==> config.mk <==
export PLATFORM = sky130hd
export DESIGN_NAME = eeprom_save_pseudo_end_sequencer
export DESIGN_NICKNAME = d
export VERILOG_FILES = /design/src/eeprom_save_pseudo_end_sequencer.v /design/src/ee_byte_writer.v
export VERILOG_INCLUDE_DIRS = /design/src
export SDC_FILE = /design/constraint.sdc
export NUM_CORES = 1
export LEC_CHECK = 0
export ABC_AREA = 1
export BUFFER_PORTS_ARGS = -buffer_cell sky130_fd_sc_hd__buf_2
export CELL_PAD_IN_SITES_DETAIL_PLACEMENT = 0
export CELL_PAD_IN_SITES_GLOBAL_PLACEMENT = 1
export CORE_UTILIZATION = 35
export DETAILED_ROUTE_END_ITERATION = 16
export PLACE_DENSITY_LB_ADDON = 0.1
export SYNTH_ARGS = -nofsm -noshare
export SYNTH_HDL_FRONTEND = slang
export SYNTH_SLANG_ARGS = --single-unit
==> constraint.sdc <==
create_clock -name i_clk -period 12.2 [get_ports i_clk]
set_input_delay 2.44 -clock i_clk [delete_from_list [all_inputs] [get_ports i_clk]]
set_output_delay 2.44 -clock i_clk [all_outputs]
set_load 0.05 [all_outputs]
==> src/eeprom_save_defs.vh <==
/*
 * constants for the eeprom save sequencer: opcodes, buffer size, field layout.
 * assumes it is included by bare name from the design files.
 */
`ifndef EEPROM_SAVE_DEFS_VH
`define EEPROM_SAVE_DEFS_VH

`define BUF_BYTES      23
`define BUF_AW         5
`define OP_PSEUDO_END  8'hFE
`define OP_END         8'hFF
`define OP_UPDATE      8'h80
`define GRP_BYTES      3
`define MAX_GRP_COUNT  8'h7F
`define EE_AW          9
`define EE_ADDR_RST    9'h000
`define ST_IDLE        3'h0
`define ST_FETCH       3'h1
`define ST_CNT         3'h2
`define ST_ALO         3'h3
`define ST_AHI         3'h4
`define ST_COPY        3'h5
`define ST_EMIT        3'h6

`endif

==> src/eeprom_save_pseudo_end_sequencer.v <==
/*
 * eeprom save sequencer: walks the selection buffer, copies registers into
 * the eeprom, pauses on the pseudo-end code and resumes at the kept address.
 * assumes the host writes the buffer through i_buf_* while idle, and that
 * register contents are read combinationally through o_reg_addr/i_reg_data.
 */
// Behaviour
// - selection buffer holds 23 bytes, room for seven groups per pass.
// - code 0xFE during a save is a pseudo-end, distinct from final end.
// - pseudo-end stops the transfer, clears save request, frees serial port.
// - resumed save continues writing at the eeprom address kept from before.
// - same register may be stored several times across paused passes.
// - end code 0xFF ends the transfer completely.
// - code 0x80 during restore copies buffer bank into active bank.
// - group is count-minus-one (max 128), then address low and high byte.
// - transfer status set at start, cleared at finish and at pause.
`timescale 1ns/100ps
`include "eeprom_save_defs.vh"

module eeprom_save_pseudo_end_sequencer (
	input  wire                  i_clk,
	input  wire                  i_rst,
	input  wire                  i_buf_we,
	input  wire [`BUF_AW-1:0]    i_buf_addr,
	input  wire [7:0]            i_buf_wdata,
	input  wire                  i_save_request_set,
	input  wire                  i_update_strobe,
	input  wire                  i_restore,
	input  wire [7:0]            i_reg_data,
	input  wire                  i_wr_done,
	output reg                   o_save_request_bit,
	output reg                   o_transfer_status,
	output reg                   o_serial_port_en,
	output reg                   o_bank_update,
	output reg                   o_save_complete,
	output reg  [15:0]           o_reg_addr,
	output wire                  o_wr_valid,
	output wire [7:0]            o_wr_data,
	output wire [`EE_AW-1:0]     o_wr_addr
);

	// -----------------------------------------------------------------
	// selection buffer
	// -----------------------------------------------------------------
	reg [7:0] buf_mem [0:`BUF_BYTES-1];
	integer k;

	always @(posedge i_clk or posedge i_rst) begin
		if (i_rst) begin
			for (k = 0; k < `BUF_BYTES; k = k + 1)
				buf_mem[k] <= `OP_END;
		end else if (i_buf_we && !o_transfer_status &&
				i_buf_addr < `BUF_BYTES) begin
			buf_mem[i_buf_addr] <= i_buf_wdata;
		end
	end

	// -----------------------------------------------------------------
	// opcode decoding
	// -----------------------------------------------------------------
	// the count field is seven bits; bit 7 never belongs to the count,
	// so a stray high bit cannot stretch a group past 128 bytes
	function [7:0] group_count;
		input [7:0] code;
		begin
			group_count = code & `MAX_GRP_COUNT;
		end
	endfunction

	// -----------------------------------------------------------------
	// sequencer
	// -----------------------------------------------------------------
	// one byte is in flight at a time: ST_ALO, ST_AHI, ST_COPY and ST_EMIT
	// wait until the writer is idle and no request is pending, while ST_CNT
	// and ST_FETCH issue without waiting but are only reached with the writer
	// idle, which keeps a gap of at least one cycle between eeprom writes.
	reg [2:0]          state_ff;
	reg [`BUF_AW-1:0]  ptr_ff;
	reg [7:0]          cnt_ff;
	reg [7:0]          alo_ff;
	reg [`EE_AW-1:0]   ee_addr_ff;
	reg                restore_ff;
	reg                req_ff;
	reg [7:0]          byte_ff;
	wire               wr_busy;
	wire               wr_done;
	wire [7:0]         cur = (ptr_ff < `BUF_BYTES) ? buf_mem[ptr_ff] : `OP_END;

	ee_byte_writer u_wr (
		.i_clk      (i_clk),
		.i_rst      (i_rst),
		.i_req      (req_ff),
		.i_data     (byte_ff),
		.i_addr     (ee_addr_ff),
		.i_wr_done  (i_wr_done),
		.o_busy     (wr_busy),
		.o_done     (wr_done),
		.o_wr_valid (o_wr_valid),
		.o_wr_data  (o_wr_data),
		.o_wr_addr  (o_wr_addr)
	);

	always @(posedge i_clk or posedge i_rst) begin
		if (i_rst) begin
			state_ff           <= `ST_IDLE;
			ptr_ff             <= {`BUF_AW{1'b0}};
			cnt_ff             <= 8'h00;
			alo_ff             <= 8'h00;
			ee_addr_ff         <= `EE_ADDR_RST;
			restore_ff         <= 1'b0;
			req_ff             <= 1'b0;
			byte_ff            <= 8'h00;
			o_save_request_bit <= 1'b0;
			o_transfer_status  <= 1'b0;
			o_serial_port_en   <= 1'b1;
			o_bank_update      <= 1'b0;
			o_save_complete    <= 1'b0;
			o_reg_addr         <= 16'h0000;
		end else begin
			req_ff          <= 1'b0;
			o_bank_update   <= 1'b0;
			o_save_complete <= 1'b0;
			if (i_save_request_set)
				o_save_request_bit <= 1'b1;
			case (state_ff)
			`ST_IDLE: begin
				if ((o_save_request_bit && i_update_strobe) || i_restore) begin
					state_ff          <= `ST_FETCH;
					ptr_ff            <= {`BUF_AW{1'b0}};
					restore_ff        <= i_restore & ~o_save_request_bit;
					o_transfer_status <= 1'b1;
					o_serial_port_en  <= 1'b0;
					// ee_addr_ff kept from the last pass
				end
			end
			`ST_FETCH: begin
				if (cur == `OP_END) begin
					state_ff           <= `ST_IDLE;
					o_transfer_status  <= 1'b0;
					o_serial_port_en   <= 1'b1;
					o_save_request_bit <= 1'b0;
					o_save_complete    <= ~restore_ff;
					ee_addr_ff         <= `EE_ADDR_RST;
				end else if (cur == `OP_PSEUDO_END && !restore_ff) begin
					state_ff           <= `ST_IDLE;
					o_transfer_status  <= 1'b0;
					o_serial_port_en   <= 1'b1;
					o_save_request_bit <= 1'b0;
				end else if (cur == `OP_UPDATE) begin
					o_bank_update <= restore_ff;
					if (!restore_ff) begin
						byte_ff  <= cur;
						req_ff   <= 1'b1;
						state_ff <= `ST_EMIT;
					end
					ptr_ff <= ptr_ff + 1'b1;
				end else begin
					state_ff <= `ST_CNT;
				end
			end
			// -------------------------------------------------------------
			// group header: count, then address low and high byte
			// -------------------------------------------------------------
			`ST_CNT: begin
				cnt_ff   <= group_count(cur);
				byte_ff  <= group_count(cur);
				req_ff   <= ~restore_ff;
				ptr_ff   <= ptr_ff + 1'b1;
				state_ff <= `ST_ALO;
			end
			`ST_ALO: begin
				if (!wr_busy && !req_ff) begin
					alo_ff   <= cur;
					byte_ff  <= cur;
					req_ff   <= ~restore_ff;
					ptr_ff   <= ptr_ff + 1'b1;
					state_ff <= `ST_AHI;
				end
			end
			`ST_AHI: begin
				if (!wr_busy && !req_ff) begin
					o_reg_addr <= {cur, alo_ff};
					byte_ff    <= cur;
					req_ff     <= ~restore_ff;
					ptr_ff     <= ptr_ff + 1'b1;
					state_ff   <= restore_ff ? `ST_FETCH : `ST_COPY;
				end
			end
			`ST_COPY: begin
				if (!wr_busy && !req_ff) begin
					byte_ff  <= i_reg_data;
					req_ff   <= 1'b1;
					state_ff <= `ST_EMIT;
				end
			end
			`ST_EMIT: begin
				if (!wr_busy && !req_ff) begin
					if (cnt_ff == 8'h00) begin
						state_ff <= `ST_FETCH;
					end else begin
						cnt_ff     <= cnt_ff - 1'b1;
						o_reg_addr <= o_reg_addr + 1'b1;
						state_ff   <= `ST_COPY;
					end
				end
			end
			default: state_ff <= `ST_IDLE;
			endcase
			if (wr_done)
				ee_addr_ff <= ee_addr_ff + 1'b1;
		end
	end

endmodule

==> src/ee_byte_writer.v <==
/*
 * one-byte write request holder toward the internal i2c master.
 * assumes the master pulses i_wr_done once per accepted byte.
 */
`timescale 1ns/100ps
`include "eeprom_save_defs.vh"

module ee_byte_writer (
	input  wire                  i_clk,
	input  wire                  i_rst,
	input  wire                  i_req,
	input  wire [7:0]            i_data,
	input  wire [`EE_AW-1:0]     i_addr,
	input  wire                  i_wr_done,
	output wire                  o_busy,
	output wire                  o_done,
	output wire                  o_wr_valid,
	output wire [7:0]            o_wr_data,
	output wire [`EE_AW-1:0]     o_wr_addr
);

	reg                 busy_ff;
	reg [7:0]           data_ff;
	reg [`EE_AW-1:0]    addr_ff;

	always @(posedge i_clk or posedge i_rst) begin
		if (i_rst) begin
			busy_ff <= 1'b0;
			data_ff <= 8'h00;
			addr_ff <= `EE_ADDR_RST;
		end else if (!busy_ff && i_req) begin
			busy_ff <= 1'b1;
			data_ff <= i_data;
			addr_ff <= i_addr;
		end else if (busy_ff && i_wr_done) begin
			busy_ff <= 1'b0;
		end
	end

	assign o_busy     = busy_ff;
	assign o_done     = busy_ff & i_wr_done;
	assign o_wr_valid = busy_ff;
	assign o_wr_data  = data_ff;
	assign o_wr_addr  = addr_ff;

endmodule

# Yosys cells after proc, flatten, opt, wreduce, memory -nomap -nowiden
# Cells that the tools add are included.
[totals]
reg_bits = 266
latch_bits = 0
mem_bits_rw = 0
rom_bits = 0
output_inout_bits = 39
word_cells = 179
mem_count = 0
[op_classes]
n_addsub = 4
multipliers = 0
div = 0
magnitude_cmp = 5
n_eq_ne = 22
shifts = 0
n_mux = 69
bitwise_logic = 6
n_reduce_logical = 33
[ops]
columns = ["op", "n"]
rows = [
  ["bitwise mux 184 bit", 1],
  ["2-to-1 mux 8 bit", 12],
  ["2-to-1 mux 16 bit", 3],
  ["binary-select mux 8 bit (select 5 bit)", 1],
  ["demux 8 bit (select 5 bit)", 1],
  ["2-to-1 mux 3 bit", 11],
  ["one-hot mux 16 bit (2 select lines)", 1],
  ["one-hot mux 8 bit (4 select lines)", 1],
  ["2-to-1 mux 9 bit", 3],
  ["2-to-1 mux 5 bit", 5],
  ["== test 8 bit, second input constant", 3],
  ["2-to-1 mux 1 bit", 24],
  ["one-hot mux 3 bit (7 select lines)", 1],
  ["inequality test 2 bit, second input constant", 10],
  ["one-hot mux 5 bit (4 select lines)", 1],
  ["adder 16 x 1 -> 16 bit, second input constant", 1],
  ["one-hot mux 8 bit (2 select lines)", 1],
  ["greater-or-equal comparator 6 bit, second input constant", 2],
  ["NOT 5 -> 6 bit", 2],
  ["AND reduction 6 bit", 2],
  ["nonzero test 2 bit", 6],
  ["< comparator 5 bit, second input constant", 2],
  ["adder 9 x 1 -> 9 bit, second input constant", 1],
  ["== test 3 bit, second input constant", 3],
  ["other kinds (23)", 41],
]

# Longest topological paths before layout
[logic_depth]
word_depth = 10
depth_mapped = 18
ltp_nobuf = 17

# Cells and area by module
# A second synthesis with hierarchy kept.
[unflattened]
cells_unflattened = 1722
hier_area_um2 = 13469.2
[by_module_without_submodules]
columns = ["module", "n_inst", "cells_per_inst", "area_per_inst_um2"]
rows = [
  ["eeprom_save_pseudo_end_sequencer", 1, 1642, 12697.2],
  ["ee_byte_writer", 1, 80, 772.0],
]

# Worst setup path after synthesis
# No wires, ideal clock.
[synth_path]
path_type = "input to register"
startpoint = "input port i_buf_addr[3]"
endpoint = "register buf_mem[103] (netlist name)"
setup_time_ns = 0.079
t_arrival_ns = 3.745
required_ns = 12.121
path_slack_ns = 8.376
path_stages = 9
path_buffers = 1
path_cell_list = "inv_1 > nand2_1 > nor2_1 > nand3_1 > nand4_1 > nor3_1 > nand2_1 > clkbuf_1 > o21ai_0"
[synth_between]
elab_chain_cells = 6
elab_cells_between_ends = 9
classes_between = "order compare (3); mux (3); bitwise (1); reduce/logical (2)"
[synth_rtl]
columns = ["item", "line_no", "text"]
rows = [
  ["from (decl)", "eeprom_save_pseudo_end_sequencer.v:24", "input wire [`BUF_AW-1:0] i_buf_addr,"],
  ["NOT 5 -> 6 bit (not written as such)", "eeprom_save_pseudo_end_sequencer.v:54", "buf_mem[i_buf_addr] <= i_buf_wdata;"],
  ["greater-or-equal comparator 6 bit (not written as such) / < comparator 6 x 1 -> 1 bit (equally long branches)", "eeprom_save_pseudo_end_sequencer.v:54", ""],
  ["logical AND 1 bit (not written as such)", "eeprom_save_pseudo_end_sequencer.v:54", ""],
  ["2-to-1 mux 8 bit (not written as such)", "eeprom_save_pseudo_end_sequencer.v:54", ""],
  ["demux 8 bit (select 5 bit)", "eeprom_save_pseudo_end_sequencer.v:54", ""],
  ["bitwise mux 184 bit", "eeprom_save_pseudo_end_sequencer.v:54", ""],
  ["to (signal, indexed assignment)", "eeprom_save_pseudo_end_sequencer.v:51", "buf_mem[k] <= `OP_END;"],
  ["to (signal, indexed assignment)", "eeprom_save_pseudo_end_sequencer.v:54", ""],
  ["to (decl)", "eeprom_save_pseudo_end_sequencer.v:45", "reg [7:0] buf_mem [0:`BUF_BYTES-1];"],
]
# Several ways; a longest one is shown, not always the timed one.
# A chain may end at the register's enable or synchronous reset.

# Worst setup path after layout
[layout_path]
startpoint = "register ptr_ff[1]"
endpoint = "register ee_addr_ff[8]"
[layout_between]
elab_chain_cells = 8
elab_cells_between_ends = 9
classes_between = "order compare (1); eq/ne (1); mux (4); bitwise (1); reduce/logical (2)"
[layout_rtl]
columns = ["item", "line_no", "text"]
rows = [
  ["from (decl)", "eeprom_save_pseudo_end_sequencer.v:78", "reg [`BUF_AW-1:0] ptr_ff;"],
  ["from (signal assigned)", "eeprom_save_pseudo_end_sequencer.v:106", "ptr_ff <= {`BUF_AW{1'b0}};"],
  ["from (signal assigned)", "eeprom_save_pseudo_end_sequencer.v:129", "ptr_ff <= {`BUF_AW{1'b0}};"],
  ["from (signal assigned)", "eeprom_save_pseudo_end_sequencer.v:156", "ptr_ff <= ptr_ff + 1'b1;"],
  ["NOT 5 -> 6 bit (not written as such)", "eeprom_save_pseudo_end_sequencer.v:87", "wire [7:0] cur = (ptr_ff < `BUF_BYTES) ? buf_mem[ptr_ff] : `OP_END;"],
  ["binary-select mux 8 bit (select 5 bit)", "eeprom_save_pseudo_end_sequencer.v:87", ""],
  ["2-to-1 mux 8 bit (not written as such) (2 in a row)", "eeprom_save_pseudo_end_sequencer.v:87", ""],
  ["2-to-1 mux 8 bit (no source line) *", "n/a", ""],
  ["== test 8 bit (no source line) *", "n/a", ""],
  ["nonzero test 2 bit (no source line) *", "n/a", ""],
  ["AND reduction 2 bit (no source line) *", "n/a", ""],
  ["to (signal assigned)", "eeprom_save_pseudo_end_sequencer.v:109", "ee_addr_ff <= `EE_ADDR_RST;"],
  ["to (signal assigned)", "eeprom_save_pseudo_end_sequencer.v:143", "ee_addr_ff <= `EE_ADDR_RST;"],
  ["to (signal assigned)", "eeprom_save_pseudo_end_sequencer.v:210", "ee_addr_ff <= ee_addr_ff + 1'b1;"],
  ["to (decl)", "eeprom_save_pseudo_end_sequencer.v:81", "reg [`EE_AW-1:0] ee_addr_ff;"],
]
# Mark *: on every way between the ends. The rest lies on a longest branch, timed or not. The select of a mux whose other input is x is not followed.

==> run summary <==
The flow ran to the end, and the final reports show no timing, DRC or antenna violations. Total die area: 38610 um^2. The largest total area in the synthesized netlist belongs to sky130_fd_sc_hd__dfstp_2.

By count the netlist is led by 547 x sky130_fd_sc_hd__nand2_1, 258 x sky130_fd_sc_hd__o21ai_0, 185 x sky130_fd_sc_hd__dfstp_2. TritonCTS built the clock tree. For this block, the initial DRC count from the detailed router was 710. The cell at the slowest stage of the critical path is sky130_fd_sc_hd__nor2_4.

The worst register-to-register path has a setup slack of 7.87 ns. The total power consumption of the routed design is 3.222 mW, and the setup violation total in the final timing report is 0. Summed over all layers, the routed wires come to 39.41 mm. The tools report the final layout net count as 1753.

The predominant post-synthesis flop cell was sky130_fd_sc_hd__dfstp_2. Yosys instantiated no cell more often than sky130_fd_sc_hd__nand2_1. The cell that appears most often on the critical path is sky130_fd_sc_hd__nand2_1. The total vias in the final route was 10990; the worst path buffer plus inverter count was 2. The first global-routing pass estimated 62.28 mm of wire. Counting cells, the worst reg-to-reg path comes to 14.

The clock slew seen by the registers of the worst setup and hold paths was 0.06 ns; the post-layout worst setup margin was 7.874 ns. Sorting the synthesized cells by area gives the leading types as sky130_fd_sc_hd__dfstp_2 37%, sky130_fd_sc_hd__nand2_1 16%, sky130_fd_sc_hd__dfrtp_1 15%. For the tightest slew margin relative to the limit, the log shows 0.2087.

The number of rows created at floorplan came out at 70. Static timing analysis puts the maximum clock frequency at 231.2 MHz. Counting distinct cell types in the post-synthesis netlist gives 44.

The tools report the endpoint type of the worst setup path as a flip-flop. The share of synthesized flip-flops with an asynchronous set or reset works out to 1.000. The kind of cell adding the most delay to the critical path is simple AND/OR/NAND/NOR gates.

The run gives 0.8316 as the final RePlAce weighted congestion. The clock reaches the later pin of the worst-skew pair after 0.52 ns. The sequential cell area fraction in the yosys report is 0.5203, and the arrival time of data at the critical path endpoint is 4.71 ns. Power spread over the standard cell area amounts to 216.2 nW/um^2. The number of top-level pins was 67; the share of the cycle needed by the critical path after routing was 0.3546.

The timing endpoint of the critical path was ee_addr_ff[8]. The worst hold path was traced through 2 stages. Dividing the detail-routed via count by the number of cells gives 4.893. The logs give 0.4041 for the final core area utilization and 0 for the detailed-route DRC error count. The initial antenna violation count is 0, and the worst setup timing slack at the placement stage is 7.353 ns. The die is 196.5 um tall. The worst hold-check path type was reg2reg. Portion of synthesized cell area occupied by the leading cell type: 0.3672. The number of fill cells is 3856, and the clock net sink count is 266. The number of hold violations in the final report was 0.

Number of global-route vias before repair: 10430. The number of setup buffers added after CTS is 0. The clock root buffer master was sky130_fd_sc_hd__clkbuf_16. Area growth from synthesis to layout: 12.56%. The run gives 0 as the number of inserted diodes. The critical path class was reg2reg. Post-CTS repair changed the size of 0 cells.

The cell count after synthesis was 1698. The synthesized area divided by synthesized cell count came out at 7.797 um^2. The pin count of the biggest net entering global routing is 135, and the wire length per cell after detailed routing is 17.55 um. Hold timing on the final database bottoms out at a slack of 0.4680 ns. At the pin with the least slew margin, the transition time is 1.179 ns. The synthesized design contains 0 enable-type register cells. The most critical setup path has its startpoint at ptr_ff[1]. Counting the buffers created by CTS gives 34.

The final max-slew violation count was 0; the worst stage delay on the critical path was 0.88 ns. After clock tree synthesis, the flow added hold-fix buffers numbering 0. The total track usage is 0.2092. The logs give 12.59 ns for the data required time at the worst endpoint and 0.01606 ns for the post-route clock skew.

Traced cell by cell, the critical path runs through buf_4 > inv_2 > nor2_4 > nand2_1 > nand3_1 > nand3_1 > nand2_1 > nand2_1 > nand3_1 > nand2_1 > nor2_1 > nand3_1 > nand2_1 > o21ai_0. The total area inside the core boundary comes to 36870 um^2. Synthesis inferred 266 register bits. Measured along the x axis, the die boundary spans 196.5 um. IR analysis of the VDD net gives a maximum drop of 0.09202 mV.

The tools report the sum of negative setup slack as 0 ns. The tools report the worst flop-to-flop path endpoint as ee_addr_ff[8]. The H-tree depth was 2. The mapped netlist covers 13240 um^2. STA classifies the critical path startpoint as a flip-flop.

During synthesis, Yosys emitted a total of 0 warnings. In this run the critical register-to-register path is launched from ptr_ff[1]. The worst path in the final design needs a cycle of 4.326 ns, including I/O delays and setup. Summed over all layers, the global routing overflow is 0.

The post-synth net total was 1730. Summed over all cells, the static leakage comes to 6.250 nW. The first-pass iteration count of the detailed router came out at 5. The critical path crosses 14 cells after its start point. The count of max-cap constraint violations is 0. Buffers placed on the I/O ports in this run total 66. The ratio of cells with drive above 1 in the final layout is 0.1895, and the estimated wirelength of the detail-placed design is 24.57 mm. In this run the deepest clock path goes through 3 buffers. In this run the worst path has a maximum fanout of 46. Setup repair after global routing left no endpoint under its margin. The logs give 0.3590 for the starting density of the core and 0 for the post-detailed-route count of antenna-violating nets.
[power by group]
| part | total [mW] | internal [mW] | switching (mW) |
|---|---|---|---|
| clock | 0.949 | 0.564 | 0.384 |
| combinational | 1.22 | 0.317 | 0.905 |
| sequential | 1.05 | 0.978 | 0.0737 |
[cells in the final DEF (no fill, tap or decap), types with 3 or more instances in the layout]
cell type                     n
sky130_fd_sc_hd__clkbuf_16   35
sky130_fd_sc_hd__xor2_1       4
sky130_fd_sc_hd__a31oi_1      7
sky130_fd_sc_hd__dfrtp_1     80
sky130_fd_sc_hd__buf_4       10
sky130_fd_sc_hd__clkbuf_8     3
sky130_fd_sc_hd__o211ai_1     4
sky130_fd_sc_hd__buf_2       66
sky130_fd_sc_hd__clkinv_2     3
sky130_fd_sc_hd__nand2_1    547
sky130_fd_sc_hd__nand3b_1     6
sky130_fd_sc_hd__nor3_1      15
sky130_fd_sc_hd__nand3_1    127
sky130_fd_sc_hd__inv_2        3
sky130_fd_sc_hd__clkinv_1     3
sky130_fd_sc_hd__a21oi_1     35
sky130_fd_sc_hd__mux2_2       8
sky130_fd_sc_hd__nand4_1     20
sky130_fd_sc_hd__clkbuf_1    12
sky130_fd_sc_hd__a22oi_1      3
sky130_fd_sc_hd__nor2_1     114
sky130_fd_sc_hd__inv_1      154
sky130_fd_sc_hd__ha_1         4
sky130_fd_sc_hd__o21ai_0    258
sky130_fd_sc_hd__or2_2        3
sky130_fd_sc_hd__dfstp_2    185
[sequential cells by signal, indices dropped and copies added (netlist names)]
signal and flops:
ee_addr_ff 9, buf_mem 184, req_ff 1, alo_ff 8, u_wr.o_wr_addr 9, o_serial_port_en 1
o_transfer_status 1, restore_ff 1, u_wr.o_busy 1, o_bank_update 1, byte_ff 8, cnt_ff 8
u_wr.o_wr_data 8, o_save_request_bit 1, o_save_complete 1, ptr_ff 5, o_reg_addr 16, state_ff 3
[kinds of logic (layout without fill, tap and decap cells)]
group	after synthesis	in the layout	synth area share
flops	266	266	0.5203
buf+inv	249	292	0.07674
xor+xnor	6	6	0.003969
fa+ha+maj	4	4	0.003781
compound gates	317	317	0.1239
mux	8	8	0.006805
simple gates	848	848	0.2645
[tightest hold or removal path, cell delays in order, from the launching register on]
cell	delay [ns]
sky130_fd_sc_hd__dfstp_2	0.36
sky130_fd_sc_hd__inv_1	0.04
sky130_fd_sc_hd__a21oi_1	0.06
[layer usage]
layer | global-route usage | share of wire
met1 | 0.3093 | 0.51
met4 | 0.05035 | 0.017
met2 | 0.3214 | 0.44
met5 | 0 | 0
met3 | 0.02875 | 0.042
[cell type report]
type	count	area [um^2]	share of cell area
clock buffers	50	962.2	0.06457
repair buffers	76	405.4	0.02720
clock inverters	6	57.56	0.003862
well taps	504	630.6	0.04232
flip-flops and latches	266	6889	0.4623
multi-input cells	1183	5349	0.3589
inverters	160	608.1	0.04081
[through the flow]
| stage | instances | cell area [um^2] |
|---|---|---|
| finish | 2245 | 14900 |
| global route | 2245 | 14900 |
| CTS | 2245 | 14900 |
| detailed placement | 2189 | 13880 |
| global placement | 2189 | 13880 |
| floorplan | 1698 | 13240 |
[how the worst min path moves through the flow]
| stage | start | end | slack (ns) |
|---|---|---|---|
| 2_1_floorplan | byte_ff[0] | byte_ff[0] | 0.44 |
| 3_3_place_gp | byte_ff[4] | byte_ff[4] | 0.46 |
| 3_5_place_dp | byte_ff[6] | byte_ff[6] | 0.46 |
| 4_1_cts | o_serial_port_en | o_serial_port_en | 0.47 |
| 5_1_grt | byte_ff[6] | byte_ff[6] | 0.49 |
| 6_report | o_serial_port_en | o_serial_port_en | 0.47 |
(Power assumes the default switching activity.)
